$ cat src/verilog/ufc_pkg.sv
// constants shared by the serial channel files
package ufc_pkg;
    // register indexes; byte address is index times four
    localparam logic [3:0] IDX_DATA   = 4'h0;
    localparam logic [3:0] IDX_IER    = 4'h1;
    localparam logic [3:0] IDX_ISR    = 4'h2;
    localparam logic [3:0] IDX_LFC    = 4'h3;
    localparam logic [3:0] IDX_MCR    = 4'h4;
    localparam logic [3:0] IDX_LSR    = 4'h5;
    localparam logic [3:0] IDX_AUX    = 4'h6;
    localparam logic [3:0] IDX_KEY    = 4'h7;
    localparam logic [3:0] IDX_EV_ST  = 4'h8;
    localparam logic [3:0] IDX_EV_CLR = 4'h9;
    localparam logic [3:0] IDX_EV_EN  = 4'ha;
    // extended page aliases
    localparam logic [3:0] IDX_TTR    = 4'h4;
    localparam logic [3:0] IDX_RTR    = 4'h5;
    localparam logic [3:0] IDX_AFR    = 4'h6;
    // keys and field positions
    localparam int         LFC_DIV_BIT = 7;
    localparam logic [7:0] LFC_EXT     = 8'hbf;
    localparam logic [7:0] KEY_OPEN    = 8'ha5;
    localparam logic [7:0] KEY_CLOSE   = 8'ha4;
    localparam int         AFR_BIG_BIT = 0;
    localparam int         MCR_CNT_BIT = 6;
    localparam int         IER_RX_BIT  = 0;
    localparam int         IER_TX_BIT  = 1;
    localparam logic [5:0] ISR_ID_RX   = 6'h04;
    localparam logic [5:0] ISR_ID_TX   = 6'h02;
    localparam logic [5:0] ISR_ID_NONE = 6'h01;
    // reset values
    localparam logic [7:0]  LFC_RST = 8'h00;
    localparam logic [7:0]  IER_RST = 8'h00;
    localparam logic [7:0]  MCR_RST = 8'h00;
    localparam logic [15:0] DIV_RST = 16'h0001;
    localparam logic [7:0]  TTR_RST = 8'h08;
    localparam logic [7:0]  RTR_RST = 8'h08;
    localparam logic [7:0]  AFR_RST = 8'h00;
    localparam logic [7:0]  KEY_RST = 8'h00;
    // fifo depths and bit timing
    localparam int         DEPTH_BIG   = 256;
    localparam int         DEPTH_SMALL = 64;
    localparam logic [3:0] OVS_LAST    = 4'hf;
    localparam logic [3:0] OVS_MID     = 4'h7;
    // bus answers
    localparam logic [1:0] RESP_OKAY   = 2'h0;
    localparam logic [1:0] RESP_SLVERR = 2'h2;
    typedef enum logic [2:0] {S_IDLE, S_START, S_DATA, S_PAR, S_STOP} ufc_bit_t;
endpackage

$ cat src/verilog/ufc_fifo_mem.sv
// byte store for one channel fifo, registered read port
`timescale 1ns/100ps
module ufc_fifo_mem #(
    parameter int W     = 8,
    parameter int DEPTH = 256,
    parameter int AW    = 8
) (
    // clock
    input  wire  logic          aclk,
    // write side
    input  wire  logic          wr_en,
    input  wire  logic [AW-1:0] wr_addr,
    input  wire  logic [W-1:0]  wr_data,
    // read side
    input  wire  logic [AW-1:0] rd_addr,
    output logic       [W-1:0]  rd_data
);
    logic [W-1:0] mem_q [DEPTH];

    // no reset on purpose: storage only, validity lives in the pointers
    always_ff @(posedge aclk) begin
        if (wr_en) begin
            mem_q[wr_addr] <= wr_data;
        end
        rd_data <= mem_q[rd_addr];
    end
endmodule

$ cat src/verilog/ufc_serial.sv
// serial shifter: one transmitter and one receiver, 16x oversampled
`timescale 1ns/100ps
module ufc_serial import ufc_pkg::*; (
    // clock and reset
    input  wire  logic       aclk,
    input  wire  logic       aresetn,
    input  wire  logic       tick,
    // frame format
    input  wire  logic [1:0] dbits,
    input  wire  logic       two_stop,
    input  wire  logic       par_en,
    input  wire  logic       par_even,
    // transmit byte stream
    input  wire  logic       tx_valid,
    input  wire  logic [7:0] tx_byte,
    output logic             tx_take,
    output logic             tx_idle,
    // receive byte stream
    output logic             rx_stb,
    output logic       [7:0] rx_byte,
    output logic             rx_err,
    // pins
    output logic             txd,
    input  wire  logic       rxd
);
    ufc_bit_t   ts_q, ts_d, rs_q, rs_d;
    logic [3:0] tph_q, tph_d, rph_q, rph_d;
    logic [2:0] tbit_q, tbit_d, rbit_q, rbit_d, last;
    logic [7:0] tsh_q, tsh_d, rsh_q, rsh_d, mask;
    logic       tpar_q, tpar_d, txd_q, txd_d, rbad_q, rbad_d, rpar_q, rpar_d;
    logic       rs1_q, rs2_q;

    assign last    = 3'd4 + {1'b0, dbits};
    assign mask    = 8'hff >> (2'd3 - dbits);
    assign txd     = txd_q;
    assign tx_idle = (ts_q == S_IDLE);
    assign rx_byte = rsh_q >> (2'd3 - dbits);

    always_comb begin
        ts_d = ts_q; tph_d = tph_q; tbit_d = tbit_q;
        tsh_d = tsh_q; tpar_d = tpar_q; txd_d = txd_q; tx_take = 1'b0;
        case (ts_q)
            S_IDLE: begin
                txd_d = 1'b1;
                if (tx_valid) begin
                    tx_take = 1'b1;
                    tsh_d   = tx_byte;
                    tpar_d  = (^(tx_byte & mask)) ^ ~par_even;
                    ts_d    = S_START;
                    tph_d   = 4'h0;
                    txd_d   = 1'b0;
                end
            end
            default: begin
                if (tick) begin
                    tph_d = tph_q + 4'h1;
                    if (tph_q == OVS_LAST) begin
                        case (ts_q)
                            S_START: begin
                                ts_d = S_DATA; tbit_d = 3'd0; txd_d = tsh_q[0];
                            end
                            S_DATA: begin
                                if (tbit_q == last) begin
                                    ts_d  = par_en ? S_PAR : S_STOP;
                                    txd_d = par_en ? tpar_q : 1'b1;
                                    tbit_d = 3'd0;
                                end else begin
                                    tsh_d  = tsh_q >> 1;
                                    txd_d  = tsh_q[1];
                                    tbit_d = tbit_q + 3'd1;
                                end
                            end
                            S_PAR: begin
                                ts_d = S_STOP; txd_d = 1'b1; tbit_d = 3'd0;
                            end
                            default: begin
                                // second stop bit reuses the bit counter
                                if (two_stop && tbit_q == 3'd0) tbit_d = 3'd1;
                                else ts_d = S_IDLE;
                            end
                        endcase
                    end
                end
            end
        endcase
    end

    always_comb begin
        rs_d = rs_q; rph_d = rph_q; rbit_d = rbit_q; rsh_d = rsh_q;
        rpar_d = rpar_q; rbad_d = rbad_q; rx_stb = 1'b0; rx_err = 1'b0;
        case (rs_q)
            S_IDLE: begin
                if (!rs2_q) begin
                    rs_d = S_START; rph_d = 4'h0; rpar_d = 1'b0;
                end
            end
            S_START: begin
                // half a bit later, a high line means a glitch, not a start
                if (tick) begin
                    rph_d = rph_q + 4'h1;
                    if (rph_q == OVS_MID) begin
                        rs_d   = rs2_q ? S_IDLE : S_DATA;
                        rph_d  = 4'h0;
                        rbit_d = 3'd0;
                        rpar_d = ~par_even;
                    end
                end
            end
            default: begin
                if (tick) begin
                    rph_d = rph_q + 4'h1;
                    if (rph_q == OVS_LAST) begin
                        case (rs_q)
                            S_DATA: begin
                                rsh_d  = {rs2_q, rsh_q[7:1]};
                                rpar_d = rpar_q ^ rs2_q;
                                rbit_d = rbit_q + 3'd1;
                                if (rbit_q == last) rs_d = par_en ? S_PAR : S_STOP;
                            end
                            S_PAR: begin
                                rbad_d = rpar_q ^ rs2_q;
                                rs_d   = S_STOP;
                            end
                            default: begin
                                rx_stb = 1'b1;
                                rx_err = !rs2_q || (par_en && rbad_q);
                                rbad_d = 1'b0;
                                rs_d   = S_IDLE;
                            end
                        endcase
                    end
                end
            end
        endcase
    end

    always_ff @(posedge aclk) begin
        if (!aresetn) begin
            ts_q <= S_IDLE; tph_q <= 4'h0; tbit_q <= 3'd0; tsh_q <= 8'h00;
            tpar_q <= 1'b0; txd_q <= 1'b1;
            rs_q <= S_IDLE; rph_q <= 4'h0; rbit_q <= 3'd0; rsh_q <= 8'h00;
            rpar_q <= 1'b0; rbad_q <= 1'b0; rs1_q <= 1'b1; rs2_q <= 1'b1;
        end else begin
            ts_q <= ts_d; tph_q <= tph_d; tbit_q <= tbit_d; tsh_q <= tsh_d;
            tpar_q <= tpar_d; txd_q <= txd_d;
            rs_q <= rs_d; rph_q <= rph_d; rbit_q <= rbit_d; rsh_q <= rsh_d;
            rpar_q <= rpar_d; rbad_q <= rbad_d; rs1_q <= rxd; rs2_q <= rs1_q;
        end
    end
endmodule

$ cat src/verilog/ufc_channel.sv
// one serial channel with fifos, paged registers and an AXI4-Lite slave
// Summary of operation
// RULE1: line format 80h maps divisor low and high bytes at data and enable slots.
// RULE2: host saves line format before divisor access and restores it afterwards.
// RULE3: trigger levels and extra feature writable only with format BFh and key A5h.
// RULE4: extra feature bit 0 set switches both fifos to 256-byte depth.
// RULE5: key A4h closes the extended page; format 03h gives 8N1.
// RULE6: interrupt enable 03h enables receive and transmit interrupts.
// RULE7: status id 04h means receive, 02h means transmit.
// RULE8: modem control bit 6 swaps count registers in for normal ones.
// RULE9: transmit count reads free room the host may fill next.
// RULE10: receive count reads bytes held in the receive fifo.
// RULE11: status bit 7 flags empty 256-byte transmit fifo; host writes 128.
// RULE12: otherwise host writes 128 or the count read, whichever smaller.
// RULE13: each transmit holding write pushes one byte for serial output.
// RULE14: status bit 6 flags full receive fifo; host reads 256 bytes.
// RULE15: each receive buffer read pops and returns one byte.
// RULE16: receive interrupt at fill >= trigger; transmit at fill <= trigger. Code: a receive trigger of 00h never interrupts.
// RULE17: status read reports highest pending source, fifos untouched.
//
// The AXI4-Lite slave port and the register offsets are this design's own decisions.
`timescale 1ns/100ps
module ufc_channel import ufc_pkg::*; #(
    parameter int ADDR_W = 8
) (
    // clock and reset
    input  wire  logic              aclk,
    input  wire  logic              aresetn,
    // write address and data
    input  wire  logic [ADDR_W-1:0] s_axi_awaddr,
    input  wire  logic              s_axi_awvalid,
    output logic                    s_axi_awready,
    input  wire  logic [31:0]       s_axi_wdata,
    input  wire  logic [3:0]        s_axi_wstrb,
    input  wire  logic              s_axi_wvalid,
    output logic                    s_axi_wready,
    // write response
    output logic       [1:0]        s_axi_bresp,
    output logic                    s_axi_bvalid,
    input  wire  logic              s_axi_bready,
    // read address and data
    input  wire  logic [ADDR_W-1:0] s_axi_araddr,
    input  wire  logic              s_axi_arvalid,
    output logic                    s_axi_arready,
    output logic       [31:0]       s_axi_rdata,
    output logic       [1:0]        s_axi_rresp,
    output logic                    s_axi_rvalid,
    input  wire  logic              s_axi_rready,
    // serial pins and interrupt
    output logic                    txd,
    input  wire  logic              rxd,
    output logic                    irq
);
    logic        awrdy_q, awrdy_d, wrdy_q, wrdy_d, arrdy_q, arrdy_d;
    logic        awok_q, awok_d, wok_q, wok_d, awbad_q, awbad_d, wstb_q, wstb_d;
    logic        bvalid_q, bvalid_d, rpend_q, rpend_d, arbad_q, arbad_d;
    logic        rvalid_q, rvalid_d;
    logic [1:0]  bresp_q, bresp_d, rresp_q, rresp_d;
    logic [3:0]  awidx_q, awidx_d, aridx_q, aridx_d;
    logic [7:0]  wdat_q, wdat_d;
    logic [31:0] rdata_q, rdata_d, rd_word;
    logic [7:0]  lfc_q, lfc_d, ier_q, ier_d, mcr_q, mcr_d, dll_q, dll_d;
    logic [7:0]  dlh_q, dlh_d, ttr_q, ttr_d, rtr_q, rtr_d, afr_q, afr_d;
    logic [7:0]  key_q, key_d;
    logic [3:0]  ev_st_q, ev_st_d, ev_en_q, ev_en_d, ev_clr, ev_set;
    logic        irq_q, irq_d, rxp_q, txp_q;
    logic [15:0] bcnt_q, bcnt_d, div;
    logic        tick;
    logic        div_acc, ext_pg, ext_open, cnt_acc, big;
    logic        tx_push, rx_pop, tx_take, tx_idle, rx_stb, rx_err;
    logic        rx_pend, tx_pend, rx_int, tx_int;
    logic [7:0]  rx_byte, interrupt_source_status;
    logic [8:0]  cap, tx_room;
    logic [1:0]  push, pop, full, avail;
    logic [1:0][7:0] wp_q, rp_q, fw_data, fr_data;
    logic [1:0][8:0] cnt_q;
    logic [1:0]      fresh_q;

    function automatic logic bad_addr(input logic [ADDR_W-1:0] a);
        return (|a[ADDR_W-1:6]) || (a[5:2] > IDX_EV_EN);
    endfunction

    assign div_acc  = lfc_q[LFC_DIV_BIT] && lfc_q != LFC_EXT; // RULE1
    assign ext_pg   = (lfc_q == LFC_EXT);
    assign ext_open = ext_pg && key_q == KEY_OPEN; // RULE3 RULE5
    assign cnt_acc  = mcr_q[MCR_CNT_BIT] && !lfc_q[LFC_DIV_BIT]; // RULE8
    assign big      = afr_q[AFR_BIG_BIT];
    assign cap      = big ? 9'(DEPTH_BIG) : 9'(DEPTH_SMALL); // RULE4
    assign tx_room  = cap - cnt_q[0];

    // fifo 0 carries transmit bytes, fifo 1 receive bytes
    assign push       = {rx_stb && !full[1], tx_push};
    assign pop        = {rx_pop, tx_take};
    assign fw_data[0] = wdat_q;
    assign fw_data[1] = rx_byte;

    for (genvar g = 0; g < 2; g++) begin : g_fifo
        logic [7:0] wp_d, rp_d;
        logic [8:0] cnt_d;
        logic       fresh_d;

        // a byte just written into an empty fifo is not yet on the read port
        assign full[g]  = (cnt_q[g] >= cap);
        assign avail[g] = (cnt_q[g] != 9'd0) && !fresh_q[g];

        ufc_fifo_mem #(.W(8), .DEPTH(DEPTH_BIG), .AW(8)) u_mem (
            .aclk    (aclk),
            .wr_en   (push[g]),
            .wr_addr (wp_q[g]),
            .wr_data (fw_data[g]),
            .rd_addr (rp_q[g]),
            .rd_data (fr_data[g])
        );

        always_comb begin
            wp_d    = wp_q[g] + 8'(push[g]);
            rp_d    = rp_q[g] + 8'(pop[g]);
            cnt_d   = cnt_q[g] + 9'(push[g]) - 9'(pop[g]);
            fresh_d = push[g] && cnt_q[g] == 9'd0;
        end

        always_ff @(posedge aclk) begin
            if (!aresetn) begin
                wp_q[g] <= 8'h00; rp_q[g] <= 8'h00; cnt_q[g] <= 9'd0; fresh_q[g] <= 1'b0;
            end else begin
                wp_q[g] <= wp_d; rp_q[g] <= rp_d; cnt_q[g] <= cnt_d; fresh_q[g] <= fresh_d;
            end
        end
    end

    // baud enable at sixteen times the bit rate; divisor zero acts as one
    assign div  = {dlh_q, dll_q};
    assign tick = (bcnt_q + 16'h0001 >= div);

    always_comb begin
        bcnt_d = tick ? 16'h0000 : bcnt_q + 16'h0001;
    end

    ufc_serial u_serial (
        .aclk     (aclk),
        .aresetn  (aresetn),
        .tick     (tick),
        .dbits    (lfc_q[1:0]), // RULE5
        .two_stop (lfc_q[2]),
        .par_en   (lfc_q[3]),
        .par_even (lfc_q[4]),
        .tx_valid (avail[0]),
        .tx_byte  (fr_data[0]),
        .tx_take  (tx_take),
        .tx_idle  (tx_idle),
        .rx_stb   (rx_stb),
        .rx_byte  (rx_byte),
        .rx_err   (rx_err),
        .txd      (txd),
        .rxd      (rxd)
    );

    // interrupt sources
    assign rx_pend = (rtr_q != 8'h00) && (cnt_q[1] >= {1'b0, rtr_q}); // RULE16
    assign tx_pend = (cnt_q[0] <= {1'b0, ttr_q}); // RULE16
    assign rx_int  = rx_pend && ier_q[IER_RX_BIT]; // RULE6
    assign tx_int  = tx_pend && ier_q[IER_TX_BIT]; // RULE6
    // receive outranks transmit; reading this has no side effect
    assign interrupt_source_status = {big && cnt_q[0] == 9'd0, // RULE11
                  big && cnt_q[1] == 9'(DEPTH_BIG), // RULE14
                  rx_int ? ISR_ID_RX : tx_int ? ISR_ID_TX : ISR_ID_NONE}; // RULE7 RULE17
    assign ev_set = {rx_stb && rx_err, rx_stb && full[1], tx_pend && !txp_q, rx_pend && !rxp_q};

    always_comb begin
        ev_st_d = (ev_st_q & ~ev_clr) | ev_set; // set beats a same-cycle clear
        irq_d   = (|(ev_st_q & ev_en_q)) || rx_int || tx_int;
    end

    always_comb begin
        rd_word = 32'h0000_0000;
        case (aridx_q)
            IDX_DATA: rd_word[7:0] = div_acc ? dll_q : ext_pg ? 8'h00 : fr_data[1]; // RULE15
            IDX_IER:  rd_word[7:0] = div_acc ? dlh_q : ier_q;
            IDX_ISR:  rd_word[7:0] = interrupt_source_status; // RULE17
            IDX_LFC:  rd_word[7:0] = lfc_q;
            IDX_MCR:  rd_word[7:0] = ext_pg ? ttr_q : mcr_q;
            IDX_LSR: begin
                if (ext_pg) rd_word[7:0] = rtr_q;
                else if (cnt_acc) rd_word[8:0] = tx_room; // RULE9
                else rd_word[7:0] = {1'b0, tx_idle && cnt_q[0] == 9'd0,
                                     cnt_q[0] == 9'd0, 4'h0, avail[1]};
            end
            IDX_AUX: begin
                if (ext_pg) rd_word[7:0] = afr_q;
                else if (cnt_acc) rd_word[8:0] = cnt_q[1]; // RULE10
            end
            IDX_KEY:   rd_word[7:0] = ext_pg ? key_q : 8'h00;
            IDX_EV_ST: rd_word[3:0] = ev_st_q;
            IDX_EV_EN: rd_word[3:0] = ev_en_q;
            default:   rd_word = 32'h0000_0000;
        endcase
    end

    always_comb begin
        awok_d = awok_q; wok_d = wok_q; awidx_d = awidx_q; awbad_d = awbad_q;
        wdat_d = wdat_q; wstb_d = wstb_q; bvalid_d = bvalid_q; bresp_d = bresp_q;
        rpend_d = rpend_q; aridx_d = aridx_q; arbad_d = arbad_q;
        rvalid_d = rvalid_q; rresp_d = rresp_q; rdata_d = rdata_q;
        lfc_d = lfc_q; ier_d = ier_q; mcr_d = mcr_q; dll_d = dll_q; dlh_d = dlh_q;
        ttr_d = ttr_q; rtr_d = rtr_q; afr_d = afr_q; key_d = key_q; ev_en_d = ev_en_q;
        ev_clr = 4'h0; tx_push = 1'b0; rx_pop = 1'b0;
        if (s_axi_awvalid && awrdy_q) begin
            awok_d = 1'b1; awidx_d = s_axi_awaddr[5:2]; awbad_d = bad_addr(s_axi_awaddr);
        end
        if (s_axi_wvalid && wrdy_q) begin
            wok_d = 1'b1; wdat_d = s_axi_wdata[7:0]; wstb_d = s_axi_wstrb[0];
        end
        if (awok_q && wok_q) begin
            awok_d = 1'b0; wok_d = 1'b0; bvalid_d = 1'b1;
            bresp_d = awbad_q ? RESP_SLVERR : RESP_OKAY;
            if (!awbad_q && wstb_q) begin
                case (awidx_q)
                    IDX_DATA: begin
                        if (div_acc) dll_d = wdat_q; // RULE1
                        else if (!ext_pg) tx_push = !full[0]; // RULE13
                    end
                    IDX_IER: begin
                        if (div_acc) dlh_d = wdat_q; // RULE1
                        else if (!ext_pg) ier_d = wdat_q; // RULE6
                    end
                    IDX_LFC: lfc_d = wdat_q;
                    IDX_MCR: begin
                        if (!ext_pg) mcr_d = wdat_q; // RULE8
                        else if (ext_open) ttr_d = wdat_q; // RULE3
                    end
                    IDX_RTR: if (ext_open) rtr_d = wdat_q; // RULE3
                    IDX_AFR: if (ext_open) afr_d = wdat_q; // RULE3 RULE4
                    IDX_KEY: if (ext_pg) key_d = wdat_q; // RULE5
                    IDX_EV_CLR: ev_clr = wdat_q[3:0];
                    IDX_EV_EN:  ev_en_d = wdat_q[3:0];
                    default: ;
                endcase
            end
        end
        if (bvalid_q && s_axi_bready) bvalid_d = 1'b0;
        if (s_axi_arvalid && arrdy_q) begin
            rpend_d = 1'b1; aridx_d = s_axi_araddr[5:2]; arbad_d = bad_addr(s_axi_araddr);
        end
        if (rpend_q) begin
            rpend_d  = 1'b0;
            rvalid_d = 1'b1;
            rresp_d  = arbad_q ? RESP_SLVERR : RESP_OKAY;
            rdata_d  = arbad_q ? 32'h0000_0000 : rd_word;
            if (!arbad_q && aridx_q == IDX_DATA && !div_acc && !ext_pg)
                rx_pop = avail[1]; // RULE15
        end
        if (rvalid_q && s_axi_rready) rvalid_d = 1'b0;
        awrdy_d = !awok_d && !bvalid_d;
        wrdy_d  = !wok_d && !bvalid_d;
        arrdy_d = !rpend_d && !rvalid_d;
    end

    always_ff @(posedge aclk) begin
        if (!aresetn) begin
            awrdy_q <= 1'b0; wrdy_q <= 1'b0; arrdy_q <= 1'b0;
            awok_q <= 1'b0; wok_q <= 1'b0; awbad_q <= 1'b0; wstb_q <= 1'b0;
            awidx_q <= 4'h0; wdat_q <= 8'h00; bvalid_q <= 1'b0; bresp_q <= RESP_OKAY;
            rpend_q <= 1'b0; aridx_q <= 4'h0; arbad_q <= 1'b0;
            rvalid_q <= 1'b0; rresp_q <= RESP_OKAY; rdata_q <= 32'h0000_0000;
            lfc_q <= LFC_RST; ier_q <= IER_RST; mcr_q <= MCR_RST;
            dll_q <= DIV_RST[7:0]; dlh_q <= DIV_RST[15:8];
            ttr_q <= TTR_RST; rtr_q <= RTR_RST; afr_q <= AFR_RST; key_q <= KEY_RST;
            ev_st_q <= 4'h0; ev_en_q <= 4'h0; irq_q <= 1'b0;
            rxp_q <= 1'b0; txp_q <= 1'b0; bcnt_q <= 16'h0000;
        end else begin
            awrdy_q <= awrdy_d; wrdy_q <= wrdy_d; arrdy_q <= arrdy_d;
            awok_q <= awok_d; wok_q <= wok_d; awbad_q <= awbad_d; wstb_q <= wstb_d;
            awidx_q <= awidx_d; wdat_q <= wdat_d; bvalid_q <= bvalid_d; bresp_q <= bresp_d;
            rpend_q <= rpend_d; aridx_q <= aridx_d; arbad_q <= arbad_d;
            rvalid_q <= rvalid_d; rresp_q <= rresp_d; rdata_q <= rdata_d;
            lfc_q <= lfc_d; ier_q <= ier_d; mcr_q <= mcr_d; dll_q <= dll_d; dlh_q <= dlh_d;
            ttr_q <= ttr_d; rtr_q <= rtr_d; afr_q <= afr_d; key_q <= key_d;
            ev_st_q <= ev_st_d; ev_en_q <= ev_en_d; irq_q <= irq_d;
            rxp_q <= rx_pend; txp_q <= tx_pend; bcnt_q <= bcnt_d;
        end
    end

    assign s_axi_awready = awrdy_q;
    assign s_axi_wready  = wrdy_q;
    assign s_axi_bvalid  = bvalid_q;
    assign s_axi_bresp   = bresp_q;
    assign s_axi_arready = arrdy_q;
    assign s_axi_rvalid  = rvalid_q;
    assign s_axi_rresp   = rresp_q;
    assign s_axi_rdata   = rdata_q;
    assign irq           = irq_q;
endmodule

$ cat config.mk
export PLATFORM = sky130hd
export DESIGN_NAME = ufc_channel
export DESIGN_NICKNAME = d
export VERILOG_FILES = /design/src/verilog/ufc_pkg.sv /design/src/verilog/ufc_fifo_mem.sv /design/src/verilog/ufc_serial.sv /design/src/verilog/ufc_channel.sv
export SDC_FILE = /design/constraint.sdc
export NUM_CORES = 2
export LEC_CHECK = 0
export BUFFER_PORTS_ARGS = -buffer_cell sky130_fd_sc_hd__buf_2
export CAP_MARGIN = 25
export CELL_PAD_IN_SITES_DETAIL_PLACEMENT = 2
export CELL_PAD_IN_SITES_GLOBAL_PLACEMENT = 2
export CORE_MARGIN = 10
export CORE_UTILIZATION = 50
export DETAILED_ROUTE_END_ITERATION = 12
export MAX_ROUTING_LAYER = met4
export PLACE_DENSITY = 0.85
export RECOVER_POWER = 100
export SYNTH_ARGS = -nofsm -noshare
export SYNTH_HDL_FRONTEND = slang
export SYNTH_HIERARCHICAL = 1
export SYNTH_SLANG_ARGS = --single-unit
$ cat constraint.sdc
create_clock -name aclk -period 18.5 [get_ports aclk]
set_input_delay 0.925 -clock aclk [delete_from_list [all_inputs] [get_ports aclk]]
set_output_delay 0.925 -clock aclk [all_outputs]
set_load 0.03 [all_outputs]
==> impl_metrics.ini, run 1 <==
[placed_design]
place.gp.congestion = 0.863
portBuffers = 46
hpwl_um = 467000

[synth]
synth_area_per_cell_um2 = 19.3
netlist_area_um2 = 172000
yosysWarnings = 6
synth_top_area_share_pct = 71.7
ys_seq_area_share_pct = 74.6
synthArstFlopShare_pct = 0
synthTopCellsByArea = edfxtp_1, mux4_2, dfxtp_1
yosysMostFrequentCell = edfxtp_1
ys.flop_type = edfxtp_1
synthTopCellsByCount = edfxtp_1, mux4_2, nor2_1
synth_seq_cells = 4343
synth_edf_count = 4096
syn_inst = 8899
yosysTopAreaCell = edfxtp_1
synth_cell_type_count = 103

[floorplan]
dieHeight_um = 606
rows = 215
io_pins = 103
initial_utilization_pct = 50.1
die_w_um = 606

[outcome]
error_line = [ERROR DPL-0033] detailed placement checks failed during check placement.
outcome = did not finish
haltStage = detailed placement (3_5_place_dp)
-- per-stage QoR --
stage	instances	setup slack [ns]	hold WS, ns	cell area (um2)
3_3_place_gp	13100	12.30	0.409	176000
2_1_floorplan	8923	5.48	0.386	172000
-- cells by family after synthesis --
kind of cell             Yosys count  share of synthesized area (%)
XOR/XNOR                          77                          0.393
adder cells (fa/ha/maj)           79                          0.585
AND/OR/NAND/NOR                 1473                           4.00
buffers and inverters            632                           2.14
AO/OA/AOI/OAI                    992                           4.04
multiplexers                    1302                           14.3
other                              1                        0.00219
flip-flops                      4343                           74.6
==> run 2, diff against run 1 <==
--- a/config.mk
+++ b/config.mk
@@ -7,13 +7,10 @@
 export LEC_CHECK = 0
 export BUFFER_PORTS_ARGS = -buffer_cell sky130_fd_sc_hd__buf_2
 export CAP_MARGIN = 25
-export CELL_PAD_IN_SITES_DETAIL_PLACEMENT = 2
-export CELL_PAD_IN_SITES_GLOBAL_PLACEMENT = 2
 export CORE_MARGIN = 10
-export CORE_UTILIZATION = 50
+export CORE_UTILIZATION = 40
 export DETAILED_ROUTE_END_ITERATION = 12
-export MAX_ROUTING_LAYER = met4
-export PLACE_DENSITY = 0.85
+export PLACE_DENSITY_LB_ADDON = 0.15
 export RECOVER_POWER = 100
 export SYNTH_ARGS = -nofsm -noshare
 export SYNTH_HDL_FRONTEND = slang
==> run 2 against run 1 <==
The flow now finishes, with violations (capacitance limit, slew limit); synthesized cell count unchanged; area after synthesis unchanged.
==> impl_metrics.ini, run 2 <==
[setup_path]
r2r_end = g_fifo[1].u_mem/rd_data[1]
rr_startpoint = rp_q[8]
cp.required_ns = 19.30
rr_worst_depth = 10
worst_setup_path_start_kind = flop
critical_path_class = reg2reg
cp.arrival_ns = 12.14
worstSetupEndpointType = flop
critPathMaxFanout = 89
reg2reg_slack_ns = 7.16

[floorplan]
die-area_um2 = 456000
coreArea_um2 = 427000
dieHeight_um = 675
initial_utilization_pct = 40.2
die_w_um = 675
rows = 240
io_pins = 103

[synth]
synth_cell_type_count = 103
synthTopCellsByCount = edfxtp_1, mux4_2, nor2_1
synth_top_area_share_pct = 71.7
synthTopCellsByArea = edfxtp_1, mux4_2, dfxtp_1
synthArstFlopShare_pct = 0
ys.flop_type = edfxtp_1
syn_inst = 8899
yosysWarnings = 6
yosysTopAreaCell = edfxtp_1
synth_edf_count = 4096
ys_seq_area_share_pct = 74.6
synth_area_per_cell_um2 = 19.3
yosysMostFrequentCell = edfxtp_1
synth_seq_cells = 4343
netlist_area_um2 = 172000

[placed_design]
hpwl_um = 276000
dpl_cell_area_um2 = 178000
place.gp.congestion = 0.803
portBuffers = 46
dpl.cell_count = 14300

[clock_network]
clk_pin_slew_worst_paths_ns = 0.06
root_buffer = clkbuf_16
cts_resized = 0
cts_buffers = 451
post_cts_buffers = 0
cts_tree = done
clockBufferDepth = 4
cts_sinks = 4343
h-tree-depth = 5
hold_buffers = 0
insertion_delay_ns = 0.99

[outcome]
outcome = finished with violations
violations = capacitance limit, slew limit

[hold_path]
holdPathStages = 2
worstHoldStart = rxd
hold_path_end = u_serial/rs1_q
hold_class = in2reg

[grt]
grt_max_degree = 212
antenna_found_initial = 18
grt_overflow = 0
track_usage_pct = 19.3
grt_pass1_vias = 88600
grt_pass1_wl_um = 648000

[sta]
period_needed_ns = 11.34
min_period_over_period_pct = 61.3
slew_viol_final = 4175
fin_tns_setup_ns = 0
rsz0062_at_grt = false
fmax_mhz = 88.2
max-slew-margin-rel_pct = -516
finalSetupViolations = 0
finClkSkew_ns = 0.0935
worst_pin_slew_ns = 9.24
final_hold_viol_count = 0

[run]
maxCapViolCount = 83

[finish]
fillers = 36500
largest_reg_flops = 4096
reg_top3 = g_fifo.u_mem/mem_q (4096), cnt_q (18)
drive_above_1_share_pct = 18.8
final_cell_mix = edfxtp_1, mux4_2, nor2_1, clkbuf_16, mux2i_1
nNetsFinal = 9225
stdcell_count = 15200
design_area_um2 = 192000
area_growth_pct = 11.7
final_common_cell = edfxtp_1
final_core_util_pct = 44.9
top_register = g_fifo.u_mem/mem_q

[power_and_ir_drop]
p_per_area_nw_per_um2 = 116
clkPwrFrac_pct = 39.9
ir_drop_mv = 0.0878
internal_power_mw = 16.9
seqPwrFrac_pct = 49.0
switchingPower_mw = 5.22
swShare_pct = 23.6
combPwrFrac_pct = 11.1
total_power_mw = 22.1
p_leak_nw = 59.0

[routing]
routed_wl_um = 449000
wl_met1_um = 192000
wl_met3_um = 27200
drt_iter0_drc = 9284
route.met2.wl_um = 217000
vias_per_cell = 5.75
route.vias.total = 87100
drc = 0
wire_per_inst_um = 29.7
drt_first_pass_iters = 7
antenna_left = 0
top_layer = met5
run 2: cell counts after synthesis:
Identical to the previous run, type by type.
run 2: cells by family (layout without fill, tap and decap cells):
kind of cell    Yosys count  after routing  synth area share (%)
other cells               1             29               0.00219
flops                  4343           4343                  74.6
buf+inv                 632           1171                  2.14
xor+xnor                 77             77                 0.393
mux                    1302           1302                  14.3
fa+ha+maj                79             79                 0.585
compound gates          992            992                  4.04
simple gates           1473           1473                  4.00
run 2: per-stage QoR:
step / hold WS (ns) / setup WS (ns)
after floorplan: 0.386 / 5.48
after global placement: 0.409 / 11.97
after detailed placement: 0.413 / 11.95
after CTS: 0.0786 / 11.98
after global routing: 0.128 / 5.91
final: 0.161 / 7.16
run 2: metal layers:
metal / GRT usage, % / vias up
met2: 31.5 / 2777
met4: 5.19 / 2
met3: 2.40 / 642
met5: 0 / -
met1: 27.4 / 47000
li1: - / 36700
run 2: final cells by class:
cell class	count	area, um2	area share [%]
well taps	5687	7120	3.71
flip-flops and latches	4343	128000	66.8
clock inverters	288	2600	1.36
inverters	72	272	0.142
diodes	4	10.0	0.00522
repair buffers	270	1680	0.879
multi-input cells	3948	40200	21.0
clock buffers	541	11800	6.15
run 2: power groups by stage:
stage	clock (mW)	combinational [mW]	sequential (mW)
final	8.84	2.46	10.8
after global routing	9.44	2.65	10.8
after CTS	9.05	2.50	10.8
after detailed placement	0	2.49	11.0
after global placement	0	2.47	11.0
after floorplan	0	1.96	11.0
run 2: worst max-delay path, cell delays in order, from the launching register on:
cell and delay (ns):
dfxtp_4 0.72, buf_12 0.49, clkbuf_1 2.82, buf_4 0.89, clkbuf_1 2.79, mux4_2 0.76, nor2b_1 0.18, a211oi_1 0.46
nor2_1 0.16, nor4_1 1.31, nor4_1 0.17
run 2: worst max path at each step:
stage / depth (start not counted) / slack [ns] / from / endpoint
floorplan: 3 / 5.48 / lfc_q[0] / g_fifo[1].u_mem/mem_q[0][5]
global placement: 18 / 11.97 / bcnt_q[0] / g_fifo[1].u_mem/mem_q[7][1]
detailed placement: 10 / 11.95 / rp_q[8] / g_fifo[1].u_mem/rd_data[1]
CTS: 10 / 11.98 / rp_q[8] / g_fifo[1].u_mem/rd_data[1]
global route: 10 / 5.91 / rp_q[8] / g_fifo[1].u_mem/rd_data[1]
finish: 10 / 7.16 / rp_q[8] / g_fifo[1].u_mem/rd_data[1]
Note: power is estimated with default switching activity, not from simulation.
